**src/verilog/tcm_pkg.sv**
```systemverilog
// Constants, types and state layout of the 16-bit capture/compare timer
package tcm_pkg;
    // ==========================================
    // Register byte addresses
    localparam int          AW     = 6;
    localparam logic [5:0]  A_CTLA = 6'h00;
    localparam logic [5:0]  A_CTLB = 6'h04;
    localparam logic [5:0]  A_MODA = 6'h08;
    localparam logic [5:0]  A_MODB = 6'h0c;
    localparam logic [5:0]  A_SDAT = 6'h10;
    localparam logic [5:0]  A_FLG  = 6'h14;
    localparam logic [5:0]  A_MSK  = 6'h18;
    localparam logic [5:0]  A_CMP  = 6'h1c;
    localparam logic [5:0]  A_CAP  = 6'h20;
    localparam logic [5:0]  A_CNT  = 6'h24;
    // ==========================================
    // Field positions
    localparam int CA_EN = 7, CA_TS = 6, CA_ICS = 5, CA_CRM = 3;
    localparam int CA_CR = 2, CA_CTM = 1, CA_OTM = 0, CB_SCE = 0;
    localparam int MA_TOP = 3, MA_EDG = 5, MA_FLT = 7;
    localparam int MB_SSI = 4, MB_POL = 5, MB_CPR = 6, MB_PRE = 7;
    localparam int F_CAP = 0, F_CMP = 1, F_OVF = 2;
    localparam int F_RX = 3, F_TX = 4, F_TC = 5;
    localparam logic [7:0] CTLA_RW = 8'hef;
    // ==========================================
    // Count limits, filter, bus answers
    localparam logic [15:0] MAXC = 16'hffff;
    localparam logic [15:0] TOP1 = 16'h00ff;
    localparam logic [15:0] TOP2 = 16'h01ff;
    localparam logic [15:0] TOP3 = 16'h03ff;
    localparam int          FLT_W = 3;
    localparam logic [2:0]  FLT_LEN = 3'h4;
    localparam logic [1:0]  R_OK = 2'b00;
    localparam logic [1:0]  R_SLV = 2'b10;
    // ==========================================
    // Types
    typedef enum logic [3:0] {
        MD_PORT = 4'h0, MD_TG1 = 4'h1, MD_TG2 = 4'h2, MD_TGB = 4'h3,
        MD_SSI = 4'h4, MD_MAN = 4'h5, MD_BIP = 4'h6, MD_PWM = 4'h7
    } tcm_mode_e;
    typedef enum logic [0:0] {SS_IDLE = 1'b0, SS_SHIFT = 1'b1} tcm_ss_e;
    typedef struct packed {
        logic t0, t1, t3, sens, base, ext_a, ext_b;
    } tcm_src_s;
    typedef struct packed {
        logic out1, out2, serin, dir1, dir2, dirs;
    } tcm_port_s;
    typedef struct packed {
        logic [7:0]  ctla, ctlb, moda, modb, txb, rxb, sr;
        logic [15:0] cmp, cap, cnt;
        logic [5:0]  flg, msk;
        logic [2:0]  bits;
        tcm_ss_e     ss;
        logic        txf, ph, so, bi, m2, stg, o1, o2;
        logic [1:0]  sya, syb, syc, sys;
        logic        srcd, capd, flt;
        logic [FLT_W-1:0] fcnt;
        logic        awv, wv, bv, rv;
        logic [5:0]  awa;
        logic [31:0] wd, rd;
        logic [3:0]  ws;
        logic [1:0]  br, rr;
    } tcm_st_s;
endpackage

```
**src/verilog/tcm_timer.sv**
```systemverilog
// 16-bit timer with capture, compare, modulator and serial stream unit
//
// The placing of the registers and the AXI4-Lite register port are this design's own decisions.
`timescale 1ns/100ps
module tcm_timer (
    input  wire logic               aclk,
    input  wire logic               aresetn,
    input  wire logic [5:0]         s_axi_awaddr,
    input  wire logic               s_axi_awvalid,
    output logic                    s_axi_awready,
    input  wire logic [31:0]        s_axi_wdata,
    input  wire logic [3:0]         s_axi_wstrb,
    input  wire logic               s_axi_wvalid,
    output logic                    s_axi_wready,
    output logic [1:0]              s_axi_bresp,
    output logic                    s_axi_bvalid,
    input  wire logic               s_axi_bready,
    input  wire logic [5:0]         s_axi_araddr,
    input  wire logic               s_axi_arvalid,
    output logic                    s_axi_arready,
    output logic [31:0]             s_axi_rdata,
    output logic [1:0]              s_axi_rresp,
    output logic                    s_axi_rvalid,
    input  wire logic               s_axi_rready,
    input  wire tcm_pkg::tcm_src_s  clk_src,
    input  wire logic               capture_input_pin,
    input  wire tcm_pkg::tcm_port_s port_ctl,
    input  wire logic               serial_in_pin,
    output logic                    mod_out_pin_1,
    output logic                    mod_out_pin_1_oe,
    output logic                    mod_out_pin_2,
    output logic                    mod_out_pin_2_oe,
    output logic                    port_pin_serin,
    output logic                    port_pin_serin_oe,
    output logic                    stage_output_clock,
    output logic                    capture_irq,
    output logic                    compare_match_irq,
    output logic                    overflow_irq,
    output logic                    ser_rx_full_irq,
    output logic                    ser_tx_empty_irq,
    output logic                    ser_tx_done_irq
);
    import tcm_pkg::*;

    tcm_st_s     s;
    tcm_st_s     n;
    logic        lvl;
    logic        tick;
    logic        en;
    logic        compare_reg_match;
    logic        topm;
    logic        mx;
    logic        capl;
    logic        hw_cap;
    logic        cap_ev;
    logic        cap_clr;
    logic        ovf_ev;
    logic        cmp_ev;
    logic        stg;
    logic        wr;
    logic        rd_ok;
    logic [5:0]  fset;
    logic [5:0]  fclr;
    logic [15:0] top;
    logic [7:0]  sh;
    logic [31:0] rdat;
    logic [31:0] wm;

    function automatic logic [31:0] mrg(input logic [31:0] o,
                                        input logic [31:0] d,
                                        input logic [3:0]  b);
        logic [31:0] r;
        r = o;
        for (int i = 0; i < 4; i++) begin
            if (b[i]) begin
                r[i*8 +: 8] = d[i*8 +: 8];
            end
        end
        return r;
    endfunction

    // ==========================================
    // Bus handshakes
    assign s_axi_awready = !s.awv && !s.bv;
    assign s_axi_wready  = !s.wv && !s.bv;
    assign s_axi_bvalid  = s.bv;
    assign s_axi_bresp   = s.br;
    assign s_axi_arready = !s.rv;
    assign s_axi_rvalid  = s.rv;
    assign s_axi_rdata   = s.rd;
    assign s_axi_rresp   = s.rr;

    assign mod_out_pin_1      = s.o1;
    assign mod_out_pin_2      = s.o2;
    assign mod_out_pin_1_oe   = port_ctl.dir1;
    assign mod_out_pin_2_oe   = port_ctl.dir2;
    assign port_pin_serin     = port_ctl.serin;
    assign port_pin_serin_oe  = port_ctl.dirs &&
        (s.modb[3:0] != MD_SSI);
    assign stage_output_clock = s.stg;
    assign capture_irq       = s.flg[F_CAP] & s.msk[F_CAP];
    assign compare_match_irq = s.flg[F_CMP] & s.msk[F_CMP];
    assign overflow_irq      = s.flg[F_OVF] & s.msk[F_OVF];
    assign ser_rx_full_irq   = s.flg[F_RX] & s.msk[F_RX];
    assign ser_tx_empty_irq  = s.flg[F_TX] & s.msk[F_TX];
    assign ser_tx_done_irq   = s.flg[F_TC] & s.msk[F_TC];

    // ==========================================
    // Read mux
    always_comb begin
        rd_ok = 1'b1;
        case (s_axi_araddr)
            A_CTLA: rdat = {24'h0, s.ctla};
            A_CTLB: rdat = {24'h0, s.ctlb};
            A_MODA: rdat = {24'h0, s.moda};
            A_MODB: rdat = {24'h0, s.modb};
            A_SDAT: rdat = {24'h0, s.rxb};
            A_FLG:  rdat = {26'h0, s.flg};
            A_MSK:  rdat = {26'h0, s.msk};
            A_CMP:  rdat = {16'h0, s.cmp};
            A_CAP:  rdat = {16'h0, s.cap};
            A_CNT:  rdat = {16'h0, s.cnt};
            default: begin
                rdat  = 32'h0;
                rd_ok = 1'b0;
            end
        endcase
    end

    // ==========================================
    // Next state
    always_comb begin
        n = s;
        n.sya = {s.sya[0], clk_src.ext_a};
        n.syb = {s.syb[0], clk_src.ext_b};
        n.syc = {s.syc[0], capture_input_pin};
        n.sys = {s.sys[0], serial_in_pin};
        en = s.ctla[CA_EN];
        // Counter clock select
        case (s.moda[2:0])
            3'h0:    lvl = 1'b1;
            3'h1:    lvl = s.sya[1];
            3'h2:    lvl = s.syb[1];
            3'h3:    lvl = clk_src.t0;
            3'h4:    lvl = clk_src.t1;
            3'h5:    lvl = clk_src.t3;
            3'h6:    lvl = clk_src.sens;
            default: lvl = clk_src.base;
        endcase
        n.srcd = lvl;
        tick = (s.moda[2:0] == 3'h0) || (lvl && !s.srcd);
        // Spike filter: level must hold FLT_LEN samples
        if (s.syc[1] == s.flt) begin
            n.fcnt = '0;
        end else if (s.fcnt == FLT_LEN - 3'h1) begin
            n.flt  = s.syc[1];
            n.fcnt = '0;
        end else begin
            n.fcnt = s.fcnt + 3'h1;
        end
        if (!s.ctla[CA_ICS]) begin
            capl = clk_src.t1;
        end else if (s.moda[MA_FLT]) begin
            capl = s.flt;
        end else begin
            capl = s.syc[1];
        end
        n.capd = capl;
        case (s.moda[MA_EDG +: 2])
            2'h0:    hw_cap = capl && !s.capd;
            2'h1:    hw_cap = !capl && s.capd;
            default: hw_cap = capl != s.capd;
        endcase
        hw_cap  = hw_cap && en;
        cap_ev  = hw_cap || s.ctlb[CB_SCE];
        cap_clr = hw_cap && s.modb[MB_CPR];
        // Counter
        case (s.moda[MA_TOP +: 2])
            2'h1:    top = TOP1;
            2'h2:    top = TOP2;
            2'h3:    top = TOP3;
            default: top = MAXC;
        endcase
        compare_reg_match  = s.cnt == s.cmp;
        topm = s.cnt == top;
        mx   = s.cnt == MAXC;
        cmp_ev = en && tick && compare_reg_match;
        ovf_ev = en && tick && (mx || topm) && !(compare_reg_match && s.ctla[CA_CRM]);
        if (s.ctla[CA_CR] || cap_clr) begin
            n.cnt = 16'h0;
        end else if (en && tick) begin
            if (compare_reg_match && s.ctla[CA_CRM]) begin
                n.cnt = 16'h0;
            end else if (mx || topm) begin
                n.cnt = 16'h0;
            end else begin
                n.cnt = s.cnt + 16'h1;
            end
        end
        if (cap_ev) begin
            n.cap = s.cnt;
            n.ctlb[CB_SCE] = 1'b0;
        end
        // Stage output clock from masked events
        stg = (cmp_ev && s.ctla[CA_CTM]) ||
              (ovf_ev && s.ctla[CA_OTM]);
        n.stg = stg;
        if (stg) begin
            n.m2 = !s.m2;
        end
        // Serial unit, shift clock is stage clock halved
        fset = '0;
        fset[F_CAP] = cap_ev;
        fset[F_CMP] = cmp_ev;
        fset[F_OVF] = ovf_ev;
        sh = {s.sr[6:0], s.sys[1]};
        if (!s.modb[MB_SSI]) begin
            n.ss = SS_IDLE;
            n.ph = 1'b0;
        end else if (s.ss == SS_IDLE) begin
            if (s.txf && stg) begin
                n.sr    = s.txb;
                n.so    = s.txb[7];
                n.txf   = 1'b0;
                n.bits  = 3'h0;
                n.ph    = 1'b0;
                n.ss    = SS_SHIFT;
                n.bi    = !s.bi;
                fset[F_TX] = 1'b1;
            end
        end else if (stg) begin
            n.ph = !s.ph;
            if (!s.ph) begin
                if (s.so) begin
                    n.bi = !s.bi;
                end
            end else begin
                n.sr   = sh;
                n.so   = sh[7];
                n.bits = s.bits + 3'h1;
                n.bi   = !s.bi;
                if (s.bits == 3'h7) begin
                    n.rxb = sh;
                    fset[F_RX] = 1'b1;
                    if (s.txf) begin
                        n.sr  = s.txb;
                        n.so  = s.txb[7];
                        n.txf = 1'b0;
                        fset[F_TX] = 1'b1;
                    end else begin
                        n.ss = SS_IDLE;
                        fset[F_TC] = 1'b1;
                    end
                end
            end
        end
        // Modulator pins
        n.o1 = port_ctl.out1;
        n.o2 = port_ctl.out2;
        case (s.modb[3:0])
            MD_TG1: n.o1 = s.m2;
            MD_TG2: n.o2 = s.m2;
            MD_TGB: begin
                n.o1 = s.m2;
                n.o2 = !s.m2;
            end
            MD_SSI: begin
                n.o1 = s.so;
                n.o2 = s.ph ^ s.modb[MB_POL];
            end
            MD_MAN: n.o1 = s.so ^ s.ph;
            MD_BIP: n.o1 = s.bi;
            MD_PWM: n.o1 = s.so & s.m2;
            default: ;
        endcase
        // Bus writes
        if (s_axi_awvalid && s_axi_awready) begin
            n.awv = 1'b1;
            n.awa = s_axi_awaddr;
        end
        if (s_axi_wvalid && s_axi_wready) begin
            n.wv = 1'b1;
            n.wd = s_axi_wdata;
            n.ws = s_axi_wstrb;
        end
        wr   = s.awv && s.wv;
        wm   = 32'h0;
        fclr = '0;
        if (wr) begin
            n.awv = 1'b0;
            n.wv  = 1'b0;
            n.bv  = 1'b1;
            n.br  = R_OK;
            case (s.awa)
                A_CTLA: begin
                    wm     = mrg({24'h0, s.ctla}, s.wd, s.ws);
                    n.ctla = wm[7:0] & CTLA_RW;
                    // Toggle on start, once on the enable edge
                    if (wm[CA_EN] && !en && wm[CA_TS]) begin
                        n.m2 = !s.m2;
                    end
                end
                A_CTLB: begin
                    wm = mrg({24'h0, s.ctlb}, s.wd, s.ws);
                    n.ctlb[CB_SCE] = wm[CB_SCE] | n.ctlb[CB_SCE];
                end
                A_MODA: begin
                    wm     = mrg({24'h0, s.moda}, s.wd, s.ws);
                    n.moda = wm[7:0];
                end
                A_MODB: begin
                    wm     = mrg({24'h0, s.modb}, s.wd, s.ws);
                    n.modb = wm[7:0];
                    if (!en) begin
                        n.m2 = wm[MB_PRE];
                    end
                end
                A_SDAT: begin
                    if (s.ws[0]) begin
                        n.txb = s.wd[7:0];
                        n.txf = 1'b1;
                    end
                end
                A_FLG: begin
                    if (s.ws[0]) begin
                        fclr = s.wd[5:0];
                    end
                end
                A_MSK: begin
                    wm    = mrg({26'h0, s.msk}, s.wd, s.ws);
                    n.msk = wm[5:0];
                end
                A_CMP: begin
                    wm    = mrg({16'h0, s.cmp}, s.wd, s.ws);
                    n.cmp = wm[15:0];
                end
                A_CAP, A_CNT: ;
                default: n.br = R_SLV;
            endcase
        end
        n.flg = (s.flg & ~fclr) | fset;
        if (s.bv && s_axi_bready) begin
            n.bv = 1'b0;
        end
        if (s_axi_arvalid && !s.rv) begin
            n.rv = 1'b1;
            n.rd = rdat;
            n.rr = rd_ok ? R_OK : R_SLV;
        end else if (s.rv && s_axi_rready) begin
            n.rv = 1'b0;
        end
    end

    always_ff @(posedge aclk) begin
        if (!aresetn) begin
            s <= '0;
        end else begin
            s <= n;
        end
    end
endmodule // tcm_timer

```
**config.mk**
```make
export PLATFORM = sky130hd
export DESIGN_NAME = tcm_timer
export DESIGN_NICKNAME = d
export VERILOG_FILES = /design/src/verilog/tcm_pkg.sv /design/src/verilog/tcm_timer.sv
export SDC_FILE = /design/constraint.sdc
export NUM_CORES = 1
export LEC_CHECK = 0
export BUFFER_PORTS_ARGS = -buffer_cell sky130_fd_sc_hd__buf_4
export CAP_MARGIN = 20
export CORE_UTILIZATION = 52
export CTS_CLUSTER_SIZE = 30
export DETAILED_ROUTE_END_ITERATION = 7
export GPL_ROUTABILITY_DRIVEN = 1
export PLACE_DENSITY = 0.76
export SLEW_MARGIN = 25
export SYNTH_ARGS = -nofsm -noshare
export SYNTH_HDL_FRONTEND = slang
export SYNTH_SLANG_ARGS = --single-unit
```
**constraint.sdc**
```tcl
create_clock -name aclk -period 2.65 [get_ports aclk]
set_input_delay 0.265 -clock aclk [delete_from_list [all_inputs] [get_ports aclk]]
set_output_delay 0.265 -clock aclk [all_outputs]
set_load 0.01 [all_outputs]
```
==> run summary <==
status = completed
Area Overhead vs Synth = 14.79%
Post-Synthesis Cells = 989
drt drc = 0
pin count of the biggest net entering global routing = 73
Worst R2R Path Depth = 9
Synth top area share = 41.25%
IO Pins = 124
wire length per cell = 17.01 um
crit path DAT = 2.90 ns
count of different cell masters after synthesis = 64
Die Ht = 131.3 um
DP Wirelength = 15210 um
area leader, netlist = dfxtp_1
global-route wire length before repair = 35090 um
total number of vias = 7137
syn avg cell area = 8.784 sq um
GRT overflow = 0
Slew @ Worst Pin = 0.7391 ns
pre-CTS setup slack = -0.008801 ns
Leakage = 4.253 nW
proportion of layout cells with a drive suffix above 1 = 18.49%
row count = 46
unrepaired setup endpoints after global routing = no
Pre-Repair DR Iteration Count = 5
final worst path period share = 95.78%
clk sinks = 179
HP Start = serial_in_pin
gpl congestion = 0.9146
HP Class = primary input to flop
vias per std cell = 5.642
hold path depth = 2
clock buffer count from CTS = 17
cts hold-fix bufs = 0
CTS HTree Levels = 4
Yosys warnings = 0
DR iter-0 viols = 669
post-CTS setup buffers = 0
antenna-violating nets left = 0
Nets = 1117
Die Area = 17230 sq um
CP max FO = 4
n_diodes = 0
relative slew slack = 50.72%
critical path type = flop to flop
initial antenna violation count = 0
Fin. Hold Viols = 0
WHS = 0.03825 ns
max reg flops = 150
GRT Overall Usage = 25.69%
maximum vdd drop = 0.4488 mV
CORE AREA = 16120 sq um
synth top area cells = dfxtp_1 41%, mux2i_1 11%, nor2_1 5.8%
clk_skew = 0.006030 ns
min cycle time layout = 2.538 ns
root buf cell = clkbuf_16
Post-synth EDFFs = 0
final setup violation count = 0
setup_tns = 0 ns
Synth Register Bits = 179
Starting Density = 53.91%
asr flop ratio synth = 0%
TritonCTS clock tree = built
Hold EP = n[89]
most common flop cell mapped by yosys = dfxtp_1
count leader, synth = dfxtp_1
Post-Syn Area = 8687 sq um
Critical R2R Launch = s[204]
R2R Setup Slk = 0.11 ns
utilization after layout = 61.88%
Synth top cells by count = 179 x dfxtp_1, 134 x nor2_1, 122 x nand2_1
Seq/Total Area, Yosys = 41.25%
final WL = 21510 um
CP required = 3.01 ns
max-cap violations = 0
Max Clock Freq = 0.3940 GHz
Clk Latency, worst-skew pair = 0.43 ns
Final WS setup = 0.1120 ns
die extent in x = 131.3 um
RR Endpoint = s[181]
CTS Buffer Depth = 2
Pwr Density = 581.9 nW/um^2
I/O Buffers = 81
Top reg by flops = s
filler cell count = 1394
Critical Path End Type = flop
crit path launch type = flop
Slew Viols, Final = 0
Clk pin slew, worst setup/hold paths = 0.06 ns
vias in the first global route = 6769
cell usage in the layout (no fill, tap or decap), drive strengths merged, types with 13 or more instances in the layout:
| master | count |
|---|---|
| inv | 21 |
| clkbuf | 18 |
| xor2 | 29 |
| nand2 | 122 |
| dfxtp | 179 |
| nand4 | 13 |
| conb | 18 |
| mux2 | 13 |
| and2 | 24 |
| buf | 117 |
| mux2i | 97 |
| a21oi | 64 |
| nor2 | 134 |
| nand3 | 20 |
how the worst max path moves through the flow:
stage	startpoint	endpoint	slack, ns	depth (start not counted)
floorplan	s[207]	s[146]	0.17	12
global placement	s[204]	s[183]	0.08	9
detailed placement	s[204]	s[177]	-0.009	9
CTS	s[204]	s[177]	0.01	9
global route	s[204]	s[178]	0.01	9
finish	s[204]	s[181]	0.11	9
cell families after synthesis:
logic type | Yosys count | synth area share (%)
AND/OR/NAND/NOR | 374 | 19.67
flip-flops | 179 | 41.25
AO/OA/AOI/OAI | 149 | 11.65
buffers and inverters | 126 | 7.778
multiplexers | 118 | 14.94
XOR/XNOR | 32 | 3.226
adder cells (fa/ha/maj) | 10 | 1.440
other | 1 | 0.04317
final cells by class:
cell class,instances,area [sq um],share of cell area (%)
Clock buffer,18,439.2,4.404
Clock inverter,13,183.9,1.844
Inverter,21,80.08,0.8030
Multi-Input combinational cell,701,4518,45.31
Sequential cell,179,3586,35.96
Tap cell,216,270.3,2.710
Timing Repair Buffer,117,894.6,8.971
report_power, final:
part | internal [mW] | switching [mW]
logic | 0.144 | 0.203
clock network | 1.60 | 1.06
registers | 2.74 | 0.0659
total | 4.48 | 1.32
routing by layer:
metal  share of wire, %  up-vias  wire (um)  global-route usage [%]
li1                   -     3448          -                       -
met1                 45     3359       9639                   34.54
met2                 45      295       9734                   40.13
met3                7.7       35       1650                   5.131
met4                2.3        0        487                   10.79
met5                  0        -          0                       0
worst max-delay path, stage by stage (launching register included):
cell       delay (ns)
dfxtp_2          0.33
inv_1            0.08
ha_4             0.29
nor3b_2          0.17
o211ai_1         0.11
a211o_1          0.33
a221o_1          0.39
a2111oi_4        0.37
buf_4            0.21
mux2i_1          0.19
per-stage QoR:
step | instances | area (sq um) | power (mW)
floorplan | 1006 | 8751 | 3.085
global placement | 1234 | 9323 | 3.200
detailed placement | 1234 | 9323 | 3.206
CTS | 1265 | 9958 | 5.823
global route | 1265 | 9972 | 5.996
finish | 1265 | 9972 | 5.803
repair_timing:
| item | CTS | global route |
|---|---|---|
| setup endpoints to repair | 5 | 20 |
| gates resized for setup | 1 | 6 |
| pin swaps | 1 | 3 |
No activity file was read; power rests on OpenSTA's default activity.
